==> config.mk <==
export PLATFORM = sky130hd
export DESIGN_NAME = fault_supervisor
export DESIGN_NICKNAME = d
export VERILOG_FILES = /design/src/fault_sup_pkg.sv /design/src/ms_timer.sv /design/src/fault_supervisor.sv
export SDC_FILE = /design/constraint.sdc
export NUM_CORES = 1
export LEC_CHECK = 0
export ABC_AREA = 1
export BUFFER_PORTS_ARGS = -buffer_cell sky130_fd_sc_hd__buf_2
export CAP_MARGIN = 20
export CELL_PAD_IN_SITES_DETAIL_PLACEMENT = 1
export CELL_PAD_IN_SITES_GLOBAL_PLACEMENT = 2
export CORE_ASPECT_RATIO = 0.8
export CORE_MARGIN = 2
export CORE_UTILIZATION = 32
export DETAILED_ROUTE_END_ITERATION = 6
export PLACE_DENSITY_LB_ADDON = 0.1
export SLEW_MARGIN = 20
export SYNTH_ARGS = -nofsm -noshare
export SYNTH_HDL_FRONTEND = slang
export SYNTH_SLANG_ARGS = --single-unit
export TNS_END_PERCENT = 50
==> constraint.sdc <==
create_clock -name clk_sys -period 3.7 [get_ports clk_sys]
set_input_delay 0.74 -clock clk_sys [delete_from_list [all_inputs] [get_ports clk_sys]]
set_output_delay 0.74 -clock clk_sys [all_outputs]
set_load 0.01 [all_outputs]
==> src/fault_sup_pkg.sv <==
package fault_sup_pkg;

    // Clock and timing
    localparam int unsigned CLK_HZ          = 100_000_000;  // System clock rate
    localparam int unsigned TICK_MS         = 1;            // Base tick period in ms
    localparam int unsigned TICK_CYCLES     = CLK_HZ / 1000 * TICK_MS; // Cycles per tick
    localparam int unsigned REMOTE_TO_MS    = 60_000;       // Remote not-ready limit, one minute
    localparam int unsigned FAN_LOW_MS      = 5_000;        // Fan slow limit, 5 s
    localparam int unsigned FAN_MIN_RPS     = 2;            // Least fan speed, rev/s
    localparam int unsigned FAN_WIN_MS      = 1000;         // Speed gate window, ms
    localparam int unsigned COVER_OFF_MS    = 30_000;       // Restart pump-off limit, 30 s
    localparam int unsigned MS_W            = 17;           // Width of ms counters

    // Error flag positions
    localparam int unsigned E_TIMEOUT       = 0;
    localparam int unsigned E_SHUTDOWN      = 1;
    localparam int unsigned E_REMOTE_TO     = 2;
    localparam int unsigned E_SYNC_LOST     = 3;
    localparam int unsigned E_LEAK          = 4;
    localparam int unsigned E_LEAK_OPEN     = 5;
    localparam int unsigned E_LEAK_SHORT    = 6;
    localparam int unsigned E_COMP_OPEN     = 7;
    localparam int unsigned E_COMP_SHORT    = 8;
    localparam int unsigned E_FAN_FAIL      = 9;
    localparam int unsigned E_OPEN_COVER    = 10;
    localparam int unsigned E_RESTART_COVER = 11;
    localparam int unsigned E_SOLVENT_ZERO  = 12;
    localparam int unsigned E_PRESS_HIGH    = 13;
    localparam int unsigned NUM_ERR         = 14;

    localparam logic [NUM_ERR-1:0] ERR_RST  = 14'h0000;     // Flags after reset

    // Sensor comparison inputs, sampled on the system clock
    typedef struct packed {
        logic leak_detect;   // Leak algorithm verdict
        logic leak_cur_low;  // Leak sensor current below lower limit
        logic leak_cur_high; // Leak sensor current above upper limit
        logic comp_res_high; // Compensation resistance above upper limit
        logic comp_res_low;  // Compensation resistance below lower limit
        logic press_high;    // Pressure above upper limit
    } sensor_cmp_t;

    // Run phase of the instrument
    typedef enum logic [1:0] {
        PH_IDLE = 2'b00,
        PH_RUN  = 2'b01,
        PH_POST = 2'b11
    } phase_t;

    // Event log record
    typedef struct packed {
        logic                  valid; // One-cycle write strobe
        logic [3:0]            code;  // Index of the error that fired
    } log_entry_t;

endpackage

==> src/ms_timer.sv <==
`timescale 1ns/1ps
`default_nettype none
// Counts enabled ticks while active; expires at a given limit
module ms_timer #(
    parameter int unsigned W = 17  // Counter width
) (
    input  wire logic         clk_sys, // System clock
    input  wire logic         rst,     // Synchronous reset
    input  wire logic         tick,    // Count enable pulse
    input  wire logic         active,  // Count while high, clear when low
    input  wire logic [W-1:0] limit,   // Expiry count
    output logic              expired  // Level, count reached limit
);
    logic [W-1:0] cnt_ff;  // Tick count
    logic [W-1:0] nxt_cnt; // Next count

    // Hold at limit, clear when inactive
    always_comb begin
        nxt_cnt = cnt_ff;
        if (!active) begin
            nxt_cnt = '0;
        end else if (tick && cnt_ff < limit) begin
            nxt_cnt = cnt_ff + 1'b1;
        end
    end

    // Register count
    always_ff @(posedge clk_sys) begin
        if (rst) begin
            cnt_ff <= '0;
        end else begin
            cnt_ff <= nxt_cnt;
        end
    end

    assign expired = active && (cnt_ff >= limit);
endmodule
`default_nettype wire

==> src/fault_supervisor.sv <==
`timescale 1ns/1ps
`default_nettype none
// Function
// - Any error lights red lamp; each cycle logs the lowest newly set error only
// - Any error aborts running analysis
// - Not-ready too long in sequence: timeout
// - Post-run timeout switches pump off, reports
// - Remote shutdown line low raises error
// - Remote not-ready after one minute: error
// - Module missing during analysis: sync lost
// - Leak verdict from leak plus compensation
// - Leak current below limit: sensor open
// - Leak current above limit: sensor short
// - Compensation resistance high: sensor open
// - Compensation resistance low: sensor short
// - Fan under 2 rps over 5 s fails
// - Cover removed: fan off, error
// - Restart without cover: pump off after 30 s, held off until reset
// - Solvent volume below setting: error, resettable
// - Pressure above upper limit raises error
module fault_supervisor
    import fault_sup_pkg::*;
#(
    parameter int unsigned REMOTE_TO_TICKS = REMOTE_TO_MS, // Remote limit in ms ticks
    parameter int unsigned FAN_LOW_TICKS   = FAN_LOW_MS,   // Fan slow limit in ms ticks
    parameter int unsigned FAN_WIN_TICKS   = FAN_WIN_MS,   // Fan gate window in ms ticks
    parameter int unsigned COVER_TICKS     = COVER_OFF_MS, // Restart pump-off delay
    parameter int unsigned TICK_DIV        = TICK_CYCLES,  // Clock cycles per tick
    parameter int unsigned VOL_W           = 24            // Solvent volume width
) (
    input  wire logic                        clk_sys,         // System clock
    input  wire logic                        rst,             // Sync reset, restart
    input  wire fault_sup_pkg::sensor_cmp_t  sensor_cmp,      // Sensor comparator levels
    input  wire logic                        remote_shdn_n,   // Remote shutdown pin, low active
    input  wire logic                        remote_nrdy_n,   // Remote not-ready pin, low active
    input  wire logic                        fan_hall,        // Fan hall pulse pin
    input  wire logic                        cover_present,   // Foam sensor pin, high in place
    input  wire logic [15:0]                 mod_config,      // Configured modules
    input  wire logic [15:0]                 mod_present,     // Modules seen on system bus
    input  wire logic                        analysis_start,  // Analysis start pulse
    input  wire logic                        analysis_done,   // Analysis completed pulse
    input  wire logic                        seq_run,         // Sequence run in progress
    input  wire logic                        not_ready,       // Local not-ready level
    input  wire logic                        timeout_en,      // Post-run pump-off requested
    input  wire logic [MS_W-1:0]             timeout_ticks,   // Programmed timeout, ms
    input  wire logic                        solvent_en,      // Volume feature enabled
    input  wire logic [VOL_W-1:0]            solvent_fill,    // Volume loaded on refill
    input  wire logic [VOL_W-1:0]            solvent_limit,   // Volume error threshold
    input  wire logic                        solvent_reset,   // Refill, reload counter
    input  wire logic                        solvent_dec,     // Volume drawn pulse
    input  wire logic [7:0]                  solvent_step,    // Volume per pulse
    input  wire logic [NUM_ERR-1:0]          err_clear,       // Per-flag clear pulse
    output logic [NUM_ERR-1:0]               err_flags,       // Latched error flags
    output logic                             lamp_red,        // Red status lamp
    output logic                             analysis_abort,  // Abort pulse
    output logic                             running,         // Analysis in progress
    output logic                             pump_en,         // Pump drive enable
    output logic                             fan_en,          // Fan drive enable
    output fault_sup_pkg::log_entry_t        log_entry        // Event log write
);
    // Three-stage samplers for pins, packed {cover, hall, nrdy, shdn}
    logic [3:0] sa_ff, sb_ff, sc_ff, pin_q_ff;               // Sync stages, accepted levels
    logic       shdn_q_ff, nrdy_q_ff, hall_q_ff, cover_q_ff; // Accepted level per pin
    logic       hall_q_d_ff;                                 // Hall edge delay

    assign {cover_q_ff, hall_q_ff, nrdy_q_ff, shdn_q_ff} = pin_q_ff;

    // Sample pins; a change counts once stages two and three agree
    always_ff @(posedge clk_sys) begin
        if (rst) begin
            sa_ff       <= 4'hB; // Idle: cover, nrdy, shdn high
            sb_ff       <= 4'hB;
            sc_ff       <= 4'hB;
            pin_q_ff    <= 4'hB;
            hall_q_d_ff <= 1'b0;
        end else begin
            sa_ff       <= {cover_present, fan_hall, remote_nrdy_n, remote_shdn_n};
            sb_ff       <= sa_ff;
            sc_ff       <= sb_ff;
            pin_q_ff    <= (sb_ff & sc_ff) | (pin_q_ff & (sb_ff ^ sc_ff));
            hall_q_d_ff <= hall_q_ff;
        end
    end

    // Millisecond tick divider
    logic [31:0] div_ff;  // Divider count
    logic [31:0] nxt_div; // Next divider count
    logic        tick;    // One-cycle ms enable

    // Wrap divider each tick
    always_comb begin
        tick    = (div_ff == TICK_DIV - 1);
        nxt_div = tick ? '0 : div_ff + 32'h1;
    end

    // Register divider
    always_ff @(posedge clk_sys) begin
        if (rst) begin
            div_ff <= '0;
        end else begin
            div_ff <= nxt_div;
        end
    end

    // Run phase and restart-cover state
    phase_t phase_ff, nxt_phase;     // Analysis phase
    logic [7:0] boot_ff, nxt_boot;   // Ones shift out while pins settle
    logic   nocov_ff, nxt_nocov;     // Restarted with cover absent
    logic   any_err;                 // Some flag set
    logic   to_expired, rem_expired, fan_expired, cov_expired; // Timer outputs
    logic   fan_slow;                // Speed below minimum

    // Phase sequencing and abort
    always_comb begin
        nxt_phase = phase_ff;
        nxt_boot  = boot_ff >> 1;
        nxt_nocov = nocov_ff;
        if (boot_ff == 8'h01 && !cover_q_ff) begin
            nxt_nocov = 1'b1;
        end
        case (phase_ff)
            PH_IDLE: begin
                if (analysis_start && !any_err) nxt_phase = PH_RUN;
            end
            PH_RUN: begin
                if (any_err) begin
                    nxt_phase = PH_IDLE;
                end else if (analysis_done) begin
                    nxt_phase = timeout_en ? PH_POST : PH_IDLE;
                end
            end
            PH_POST: begin
                if (to_expired || any_err || analysis_start) nxt_phase = PH_IDLE;
            end
            default: nxt_phase = PH_IDLE;
        endcase
    end

    // Register phase state
    always_ff @(posedge clk_sys) begin
        if (rst) begin
            phase_ff <= PH_IDLE;
            boot_ff  <= 8'hFF;
            nocov_ff <= 1'b0;
        end else begin
            phase_ff <= nxt_phase;
            boot_ff  <= nxt_boot;
            nocov_ff <= nxt_nocov;
        end
    end

    assign running = (phase_ff == PH_RUN);

    // Timeout timer: sequence not-ready or post-run wait
    ms_timer #(.W(MS_W)) u_timeout (.clk_sys(clk_sys), .rst(rst), .tick(tick),
        .active((seq_run && not_ready) || phase_ff == PH_POST),
        .limit(timeout_ticks), .expired(to_expired));

    // Remote not-ready timer from analysis start
    ms_timer #(.W(MS_W)) u_remote (.clk_sys(clk_sys), .rst(rst), .tick(tick),
        .active(running && !nrdy_q_ff),
        .limit(MS_W'(REMOTE_TO_TICKS)), .expired(rem_expired));

    // Fan slow-duration timer
    ms_timer #(.W(MS_W)) u_fan (.clk_sys(clk_sys), .rst(rst), .tick(tick),
        .active(fan_slow), .limit(MS_W'(FAN_LOW_TICKS)), .expired(fan_expired));

    // Restart without cover pump-off timer
    ms_timer #(.W(MS_W)) u_cover (.clk_sys(clk_sys), .rst(rst), .tick(tick),
        .active(nocov_ff), .limit(MS_W'(COVER_TICKS)), .expired(cov_expired));

    // Fan speed gate: count hall rises per window
    logic [15:0] win_ff, nxt_win;    // Window ticks
    logic [7:0]  revs_ff, nxt_revs;  // Revolutions this window
    logic        slow_ff, nxt_slow;  // Last window verdict

    // Count revolutions, judge at window end
    always_comb begin
        nxt_win  = win_ff;
        nxt_revs = revs_ff;
        nxt_slow = slow_ff;
        if (hall_q_ff && !hall_q_d_ff && revs_ff != 8'hFF) begin
            nxt_revs = revs_ff + 8'h01;
        end
        if (tick) begin
            if (win_ff == 16'(FAN_WIN_TICKS - 1)) begin
                nxt_win  = 16'h0000;
                nxt_slow = (revs_ff < 8'(FAN_MIN_RPS));
                nxt_revs = 8'h00;
            end else begin
                nxt_win = win_ff + 16'h0001;
            end
        end
    end

    // Register fan gate
    always_ff @(posedge clk_sys) begin
        if (rst) begin
            win_ff  <= 16'h0000;
            revs_ff <= 8'h00;
            slow_ff <= 1'b0;
        end else begin
            win_ff  <= nxt_win;
            revs_ff <= nxt_revs;
            slow_ff <= nxt_slow;
        end
    end

    assign fan_slow = slow_ff && fan_en;

    // Solvent volume counter
    logic [VOL_W-1:0] vol_ff, nxt_vol; // Remaining volume

    // Reload on refill, count down on draw
    always_comb begin
        nxt_vol = vol_ff;
        if (solvent_reset) begin
            nxt_vol = solvent_fill;
        end else if (solvent_dec) begin
            nxt_vol = (vol_ff > VOL_W'(solvent_step)) ? vol_ff - VOL_W'(solvent_step) : '0;
        end
    end

    // Register volume
    always_ff @(posedge clk_sys) begin
        if (rst) begin
            vol_ff <= '0;
        end else begin
            vol_ff <= nxt_vol;
        end
    end

    // Error detection and latching
    logic [NUM_ERR-1:0] err_ff, nxt_err, err_set; // Flags and raw events
    logic               cov_off_ff, nxt_cov_off;  // Pump held off by cover

    // Raw error events
    always_comb begin
        err_set                  = '0;
        err_set[E_TIMEOUT]       = to_expired;
        err_set[E_SHUTDOWN]      = !shdn_q_ff;
        err_set[E_REMOTE_TO]     = rem_expired;
        err_set[E_SYNC_LOST]     = running && ((mod_config & ~mod_present) != 16'h0000);
        err_set[E_LEAK]          = sensor_cmp.leak_detect;
        err_set[E_LEAK_OPEN]     = sensor_cmp.leak_cur_low;
        err_set[E_LEAK_SHORT]    = sensor_cmp.leak_cur_high;
        err_set[E_COMP_OPEN]     = sensor_cmp.comp_res_high;
        err_set[E_COMP_SHORT]    = sensor_cmp.comp_res_low;
        err_set[E_FAN_FAIL]      = fan_expired;
        err_set[E_OPEN_COVER]    = !cover_q_ff && !nocov_ff && (boot_ff == 8'h00);
        err_set[E_RESTART_COVER] = cov_expired;
        err_set[E_SOLVENT_ZERO]  = solvent_en && (vol_ff < solvent_limit);
        err_set[E_PRESS_HIGH]    = sensor_cmp.press_high;
    end

    // Latch flags; a set beats a clear in the same cycle
    always_comb begin
        nxt_err     = (err_ff & ~err_clear) | err_set;
        nxt_cov_off = cov_off_ff | cov_expired;
    end

    // Register flags
    always_ff @(posedge clk_sys) begin
        if (rst) begin
            err_ff     <= ERR_RST;
            cov_off_ff <= 1'b0;
        end else begin
            err_ff     <= nxt_err;
            cov_off_ff <= nxt_cov_off;
        end
    end

    assign any_err = (err_ff != '0);

    // First set bit of new events, for the log
    function automatic logic [3:0] first_set(input logic [NUM_ERR-1:0] v);
        first_set = 4'h0;
        for (int i = NUM_ERR - 1; i >= 0; i--) begin
            if (v[i]) first_set = 4'(i);
        end
    endfunction

    logic [NUM_ERR-1:0] new_err;     // Flags rising this cycle
    logic               lamp_ff;     // Lamp register
    logic               abort_ff;    // Abort register
    logic               pump_ff;     // Pump enable register
    logic               fan_ff;      // Fan enable register
    log_entry_t         log_ff, nxt_log; // Log register

    // Log one entry per cycle in which a flag rises
    always_comb begin
        new_err       = err_set & ~err_ff;
        nxt_log.valid = (new_err != '0);
        nxt_log.code  = first_set(new_err);
    end

    // Register lamp, drives and log
    always_ff @(posedge clk_sys) begin
        if (rst) begin
            lamp_ff  <= 1'b0;
            abort_ff <= 1'b0;
            pump_ff  <= 1'b1;
            fan_ff   <= 1'b1;
            log_ff   <= '0;
        end else begin
            lamp_ff  <= (nxt_err != '0);
            abort_ff <= running && any_err;
            pump_ff  <= !(nxt_cov_off || err_set[E_TIMEOUT] || err_ff[E_TIMEOUT]);
            fan_ff   <= !nxt_err[E_OPEN_COVER];
            log_ff   <= nxt_log;
        end
    end

    assign err_flags      = err_ff;
    assign lamp_red       = lamp_ff;
    assign analysis_abort = abort_ff;
    assign pump_en        = pump_ff;
    assign fan_en         = fan_ff;
    assign log_entry      = log_ff;
endmodule
`default_nettype wire

Yosys cells after proc, flatten, opt, wreduce, memory -nomap -nowiden --
Cells that the tools add are included.
Word-level totals: flip-flop bits (word level) 201, bits of input ports 139, output and inout port bits 24, word-level logic and storage cells 151
Cells by class: add/subtract/negate cells 8, $lt $le $gt $ge 11, equal/unequal tests 9, muxes and demuxes 27, bitwise operators 16, reduce and logical (&&, ||, !) cells 51
Operators with widths (number):
- two-way mux 24 bit | 3
- adder 17 x 1 -> 17 bit (second input constant) | 4
- nonzero test 14 bit | 3
- adder 32 x 1 -> 32 bit (second input constant) | 1
- == test 32 x 17 -> 1 bit (second input constant) | 1
- two-way mux 8 bit | 4
- bitwise AND 14 bit | 2
- NOT 14 bit | 2
- greater-than comparator 24 x 8 -> 1 bit | 1
- less-than comparator 24 bit | 1
- two-way mux 4 bit | 6
- subtractor 24 x 8 -> 24 bit | 1
- logical AND 1 bit | 20
- greater-or-equal comparator 17 x 13 -> 1 bit (second input constant) | 1
- greater-or-equal comparator 17 x 15 -> 1 bit (second input constant) | 1
- greater-or-equal comparator 17 x 16 -> 1 bit (second input constant) | 1
- greater-or-equal comparator 17 bit | 1
- less-than comparator 17 x 13 -> 1 bit (second input constant) | 1
- less-than comparator 17 x 15 -> 1 bit (second input constant) | 1
- less-than comparator 17 x 16 -> 1 bit (second input constant) | 1
- less-than comparator 17 bit | 1
- adder 16 x 1 -> 16 bit (second input constant) | 1
- bitwise AND 16 bit | 1
- == test 16 x 10 -> 1 bit (second input constant) | 1
- other kinds (32) | 62

Longest topological paths before layout --
depth in word-level cells 18, mapped depth 22

By module --
A second synthesis with hierarchy kept.
Unflattened totals: cells, all modules 2124, area total of the unflattened synthesis 13769.5 sq um
Modules (own cells, without submodules):
- fault_supervisor | times used 1, cells an instance 1040, area each 7358.3 sq um, sequential area each 2662.6 sq um
- ms_timer | times used 4, cells an instance 271, area each 1602.8 sq um, sequential area each 340.3 sq um

Least setup slack after synthesis --
OpenSTA, ideal clock, no wires.
path type input to register, start input solvent_step[0], end register vol_ff[22], library setup time 71 ps, arrival 2760 ps, data required time 3629 ps, path slack 869 ps, stages on the path 17, path buffers 0, cell sequence ha_1 > inv_1 > fa_1 > nand2_1 > inv_1 > o21ai_1 > nand2_1 > nand3_1 > nand2_1 > a21boi_1 > inv_1 > nor2_1 > inv_1 > nor2_1 > a21oi_1 > nand3b_1 > a21oi_1
Between the ends: longest elaborated chain between the ends 4
RTL lines:
- start, declared | RTL line fault_supervisor.sv:51 | input wire logic [7:0] solvent_step,
- subtractor 24 x 8 -> 24 bit or greater-than comparator 24 x 8 -> 1 bit (tied branches) | RTL line fault_supervisor.sv:220 | nxt_vol = (vol_ff > VOL_W'(solvent_step)) ? vol_ff - VOL_W'(solvent_step) : '0;
- two-way mux 24 bit (*) | RTL line fault_supervisor.sv:220
- two-way mux 24 bit (*) | RTL line fault_supervisor.sv:219 | end else if (solvent_dec) begin
- two-way mux 24 bit (*) | RTL line fault_supervisor.sv:217 | if (solvent_reset) begin
- end signal, assigned | RTL line fault_supervisor.sv:229 | vol_ff <= nxt_vol;
- end, declared | RTL line fault_supervisor.sv:212 | logic [VOL_W-1:0] vol_ff, nxt_vol;
Mark *: on every way between the ends. The rest lies on a longest branch, timed or not. The select of a mux whose other input is x is not followed. A chain may end at the register's enable or synchronous reset.

Worst setup path in the final report --
start register vol_ff[0], end register vol_ff[22]
Between the ends: longest elaborated chain between the ends 4
RTL lines (RTL line):
- subtractor 24 x 8 -> 24 bit or greater-than comparator 24 x 8 -> 1 bit (tied branches) | fault_supervisor.sv:220
- two-way mux 24 bit (*) | fault_supervisor.sv:220
- two-way mux 24 bit (*) | fault_supervisor.sv:219
- two-way mux 24 bit (*) | fault_supervisor.sv:217
Marks and branches as above.

==> impl_metrics.tcl <==
set metrics [dict create \
    cts_max_path_buffers 3 \
    vias_per_cell 4.72 \
    synth_top_area_share 0.363 \
    syn-cell-area_um2 11100 \
    slew_headroom 0.487 \
    rr_startpoint "vol_ff[0]$_SDFFE_PP0P_" \
    grt_max_degree 59 \
    die_h_um 171 \
    wl_per_cell_um 14.3 \
    start_util 0.328 \
    synth_common_cells "331 x nand2_1, 262 x inv_1, 201 x dfxtp_1, 183 x nor2_1, 103 x a21oi_1" \
    placed_cell_area_um2 12500 \
    r2r_end "vol_ff[22]$_SDFFE_PP0P_" \
    cts_sinks 201 \
    fin_worst_skew_ns 0.0194 \
    die_w_um 212 \
    ys_ff_latch 201 \
    comb_power_share 0.113 \
    layout-drive-gt1-share 0.158 \
    ys.flop_type "dfxtp_1" \
    async_flop_share 0 \
    status "finished, final reports clean" \
    cts_tree "done" \
    grt_pass1_wl_um 53800 \
    insertion_delay_ns 0.54 \
    syn_to_final_growth_pct 19.6 \
    drt-pass1-iter-count 6 \
    setup_viol 0 \
    synth_area_leaders "dfxtp_1 36%, nand2_1 11%, inv_1 8.9%, ha_1 7.0%, nor2_1 6.2%" \
    antenna_left 0 \
    r2r_slack_ns 0.81 \
    grt_pass1_vias 10740 \
    tightestPinTransition_ns 0.768 \
    path_class "reg2reg" \
    synth_area_leader_cell "dfxtp_1" \
    power_frac_clock 0.450 \
    max_freq_mhz 346 \
    path_max_fanout 4 \
    crit_path_end "vol_ff[22]$_SDFFE_PP0P_" \
    rsz0062_at_grt "no" \
    switching_share 0.261 \
    vias 10672 \
    p_seq_frac 0.437 \
    design_area_um2 13300 \
    crit_arrival_ns 3.36 \
    num-nets-final 1981 \
    die_area_um2 36200 \
    synth_cell_types 50 \
    post_cts_buffers 0 \
    worstPathRequired_ns 4.16 \
    syn_nets 1806 \
    io_buffer_count 162 \
    antenna_found_initial 5 \
    rows 60 \
    cts_buffers 24 \
    power_density_nw_per_um2 393 \
    drv_slew 0 \
    wirelength_um 32400 \
    h-tree-depth 1 \
    yosysMostFrequentCell "nand2_1" \
    min_period_ns 2.89 \
    yosysSeqAreaShare 0.363 \
    peakVddDrop_v 0.000275 \
    place_hpwl_um 25300 \
    grt_usage 0.182 \
    p_int_uw 3850 \
    endpoint_kind "register" \
    hold_viol_final 0 \
    yosys_warnings 0 \
    drc 0 \
    gp_congestion 0.797 \
    syn_area_per_cell_um2 6.91 \
    rr_worst_depth 18 \
    cap_violations 0 \
    syn_inst 1604 \
    start_kind "register" \
    fin_setup_tns_ns 0 \
    cts.clk_slew.worst_paths_ns 0.06 \
    overflow 0 \
    post_cts_resized 0 \
    fin_crit_sh 0.782 \
    crit_start "vol_ff[0]$_SDFFE_PP0P_" \
    io_pins 163 \
    cts-root-buf "clkbuf_16" \
    synth-edff-count 0 \
    dr.first_iter.drc_count 396 \
    holdBufCountCts 0 \
    hold_class "in2reg" \
    finalPower_uw 5220 \
    power.net_switching_uw 1360 \
    design.core.area_um2 33900 \
    p_leak_uw 0.00571 \
]
## metrics by stage
| stage | utilization | setup slack, ns | instances | hold slack, ns |
|---|---|---|---|---|
| floorplan | - | 0.869 | 1604 | 0.388 |
| finish | 0.392 | 0.808 | 2263 | 0.385 |
| detailed placement | 0.368 | 0.214 | 2218 | 0.397 |
| CTS | 0.392 | 0.653 | 2262 | 0.351 |
| global route | 0.392 | 0.362 | 2262 | 0.368 |
| global placement | 0.368 | 0.247 | 2218 | 0.395 |
## final cells by class
| type | count | area [µm²] |
|---|---|---|
| fillers | 4364 | 20600 |
| well taps | 465 | 582 |
| flip-flops and latches | 201 | 4020 |
| diodes | 1 | 2.50 |
| inverters | 271 | 1020 |
| clock buffers | 35 | 702 |
| repair buffers | 173 | 893 |
| clock inverters | 9 | 81.3 |
| multi-input cells | 1108 | 5960 |
## layout by cell type, fill, tap and decap left out, types with 28 or more instances in the layout
| cell type | synthesis | layout |
|---|---|---|
| nand2_1 | 331 | 331 |
| nor3_1 | 57 | 57 |
| a31oi_1 | 28 | 28 |
| nand3_1 | 74 | 74 |
| a21oi_1 | 103 | 103 |
| o21ai_0 | 54 | 54 |
| nor2_1 | 183 | 183 |
| dfxtp_1 | 201 | 201 |
| buf_2 | 2 | 162 |
| ha_1 | 62 | 62 |
| nand4_1 | 52 | 52 |
| inv_1 | 262 | 262 |
## cell families (layout without fill, tap and decap cells)
kind of cell / count (synthesis) / after routing / share of synthesized area
and+or+nand+nor: 799 / 799 / 0.334
buffers and inverters: 295 / 488 / 0.100
AOI/OAI and AO/OA: 213 / 213 / 0.105
DFF: 201 / 201 / 0.363
adders and majority gates: 63 / 63 / 0.0718
xor gates and xnor gates: 33 / 33 / 0.0261
other: 0 / 1 / 0
## state kept, by name, indices dropped and copies added (netlist names), 2 cells and up
| register | flops |
|---|---|
| div_ff | 32 |
| vol_ff | 24 |
| u_cover.cnt_ff | 17 |
| u_fan.cnt_ff | 17 |
| u_remote.cnt_ff | 17 |
| u_timeout.cnt_ff | 17 |
| win_ff | 16 |
| err_flags | 14 |
| boot_ff | 8 |
| revs_ff | 8 |
| log_entry | 5 |
| pin_q_ff | 4 |
| sa_ff | 4 |
| sb_ff | 4 |
| sc_ff | 4 |
| phase_ff | 2 |
## how the worst min path moves through the flow
stage / startpoint / to / slack (ns) / cells past startpoint
6_report: remote_shdn_n / sa_ff[0]$_SDFF_PP1_ / 0.38 / 2
5_1_grt: remote_shdn_n / sa_ff[0]$_SDFF_PP1_ / 0.37 / 2
4_1_cts: remote_shdn_n / sa_ff[0]$_SDFF_PP1_ / 0.35 / 2
3_5_place_dp: sa_ff[0]$_SDFF_PP1_ / sb_ff[0]$_SDFF_PP1_ / 0.40 / 1
3_3_place_gp: sa_ff[0]$_SDFF_PP1_ / sb_ff[0]$_SDFF_PP1_ / 0.39 / 1
2_1_floorplan: sa_ff[2]$_SDFF_PP0_ / sb_ff[2]$_SDFF_PP0_ / 0.39 / 2
## worst max-delay path, stage by stage, from the launching register on
cell and delay (ns):
dfxtp_1 0.31, inv_1 0.09, ha_1 0.14, inv_1 0.05, fa_1 0.39, nand2_1 0.08
inv_1 0.05, o21ai_1 0.11, nand2_1 0.09, nand3_1 0.07, nand2_1 0.09, a21boi_1 0.32
inv_1 0.11, nor2_1 0.23, inv_1 0.09, nor2_1 0.20, a21oi_1 0.09, nand3b_1 0.16
a21oi_1 0.13
## power groups by stage
stage	Combinational [µW]	Clock (µW)	Sequential (µW)
2_1_floorplan	363	0	2320
3_3_place_gp	583	0	2330
3_5_place_dp	595	0	2330
4_1_cts	598	2450	2280
5_1_grt	681	2520	2290
6_report	588	2350	2280
## metal layers
layer | part of all wire | routed length (µm) | track usage | vias to the layer above
met4 | 0.015 | 474 | 0.0321 | 4
met2 | 0.42 | 13700 | 0.283 | 130
met5 | 0.00059 | 19 | 0 | -
met3 | 0.042 | 1370 | 0.0356 | 34
met1 | 0.52 | 16900 | 0.261 | 4934
li1 | - | - | - | 5570
(Power assumes the default switching activity.)
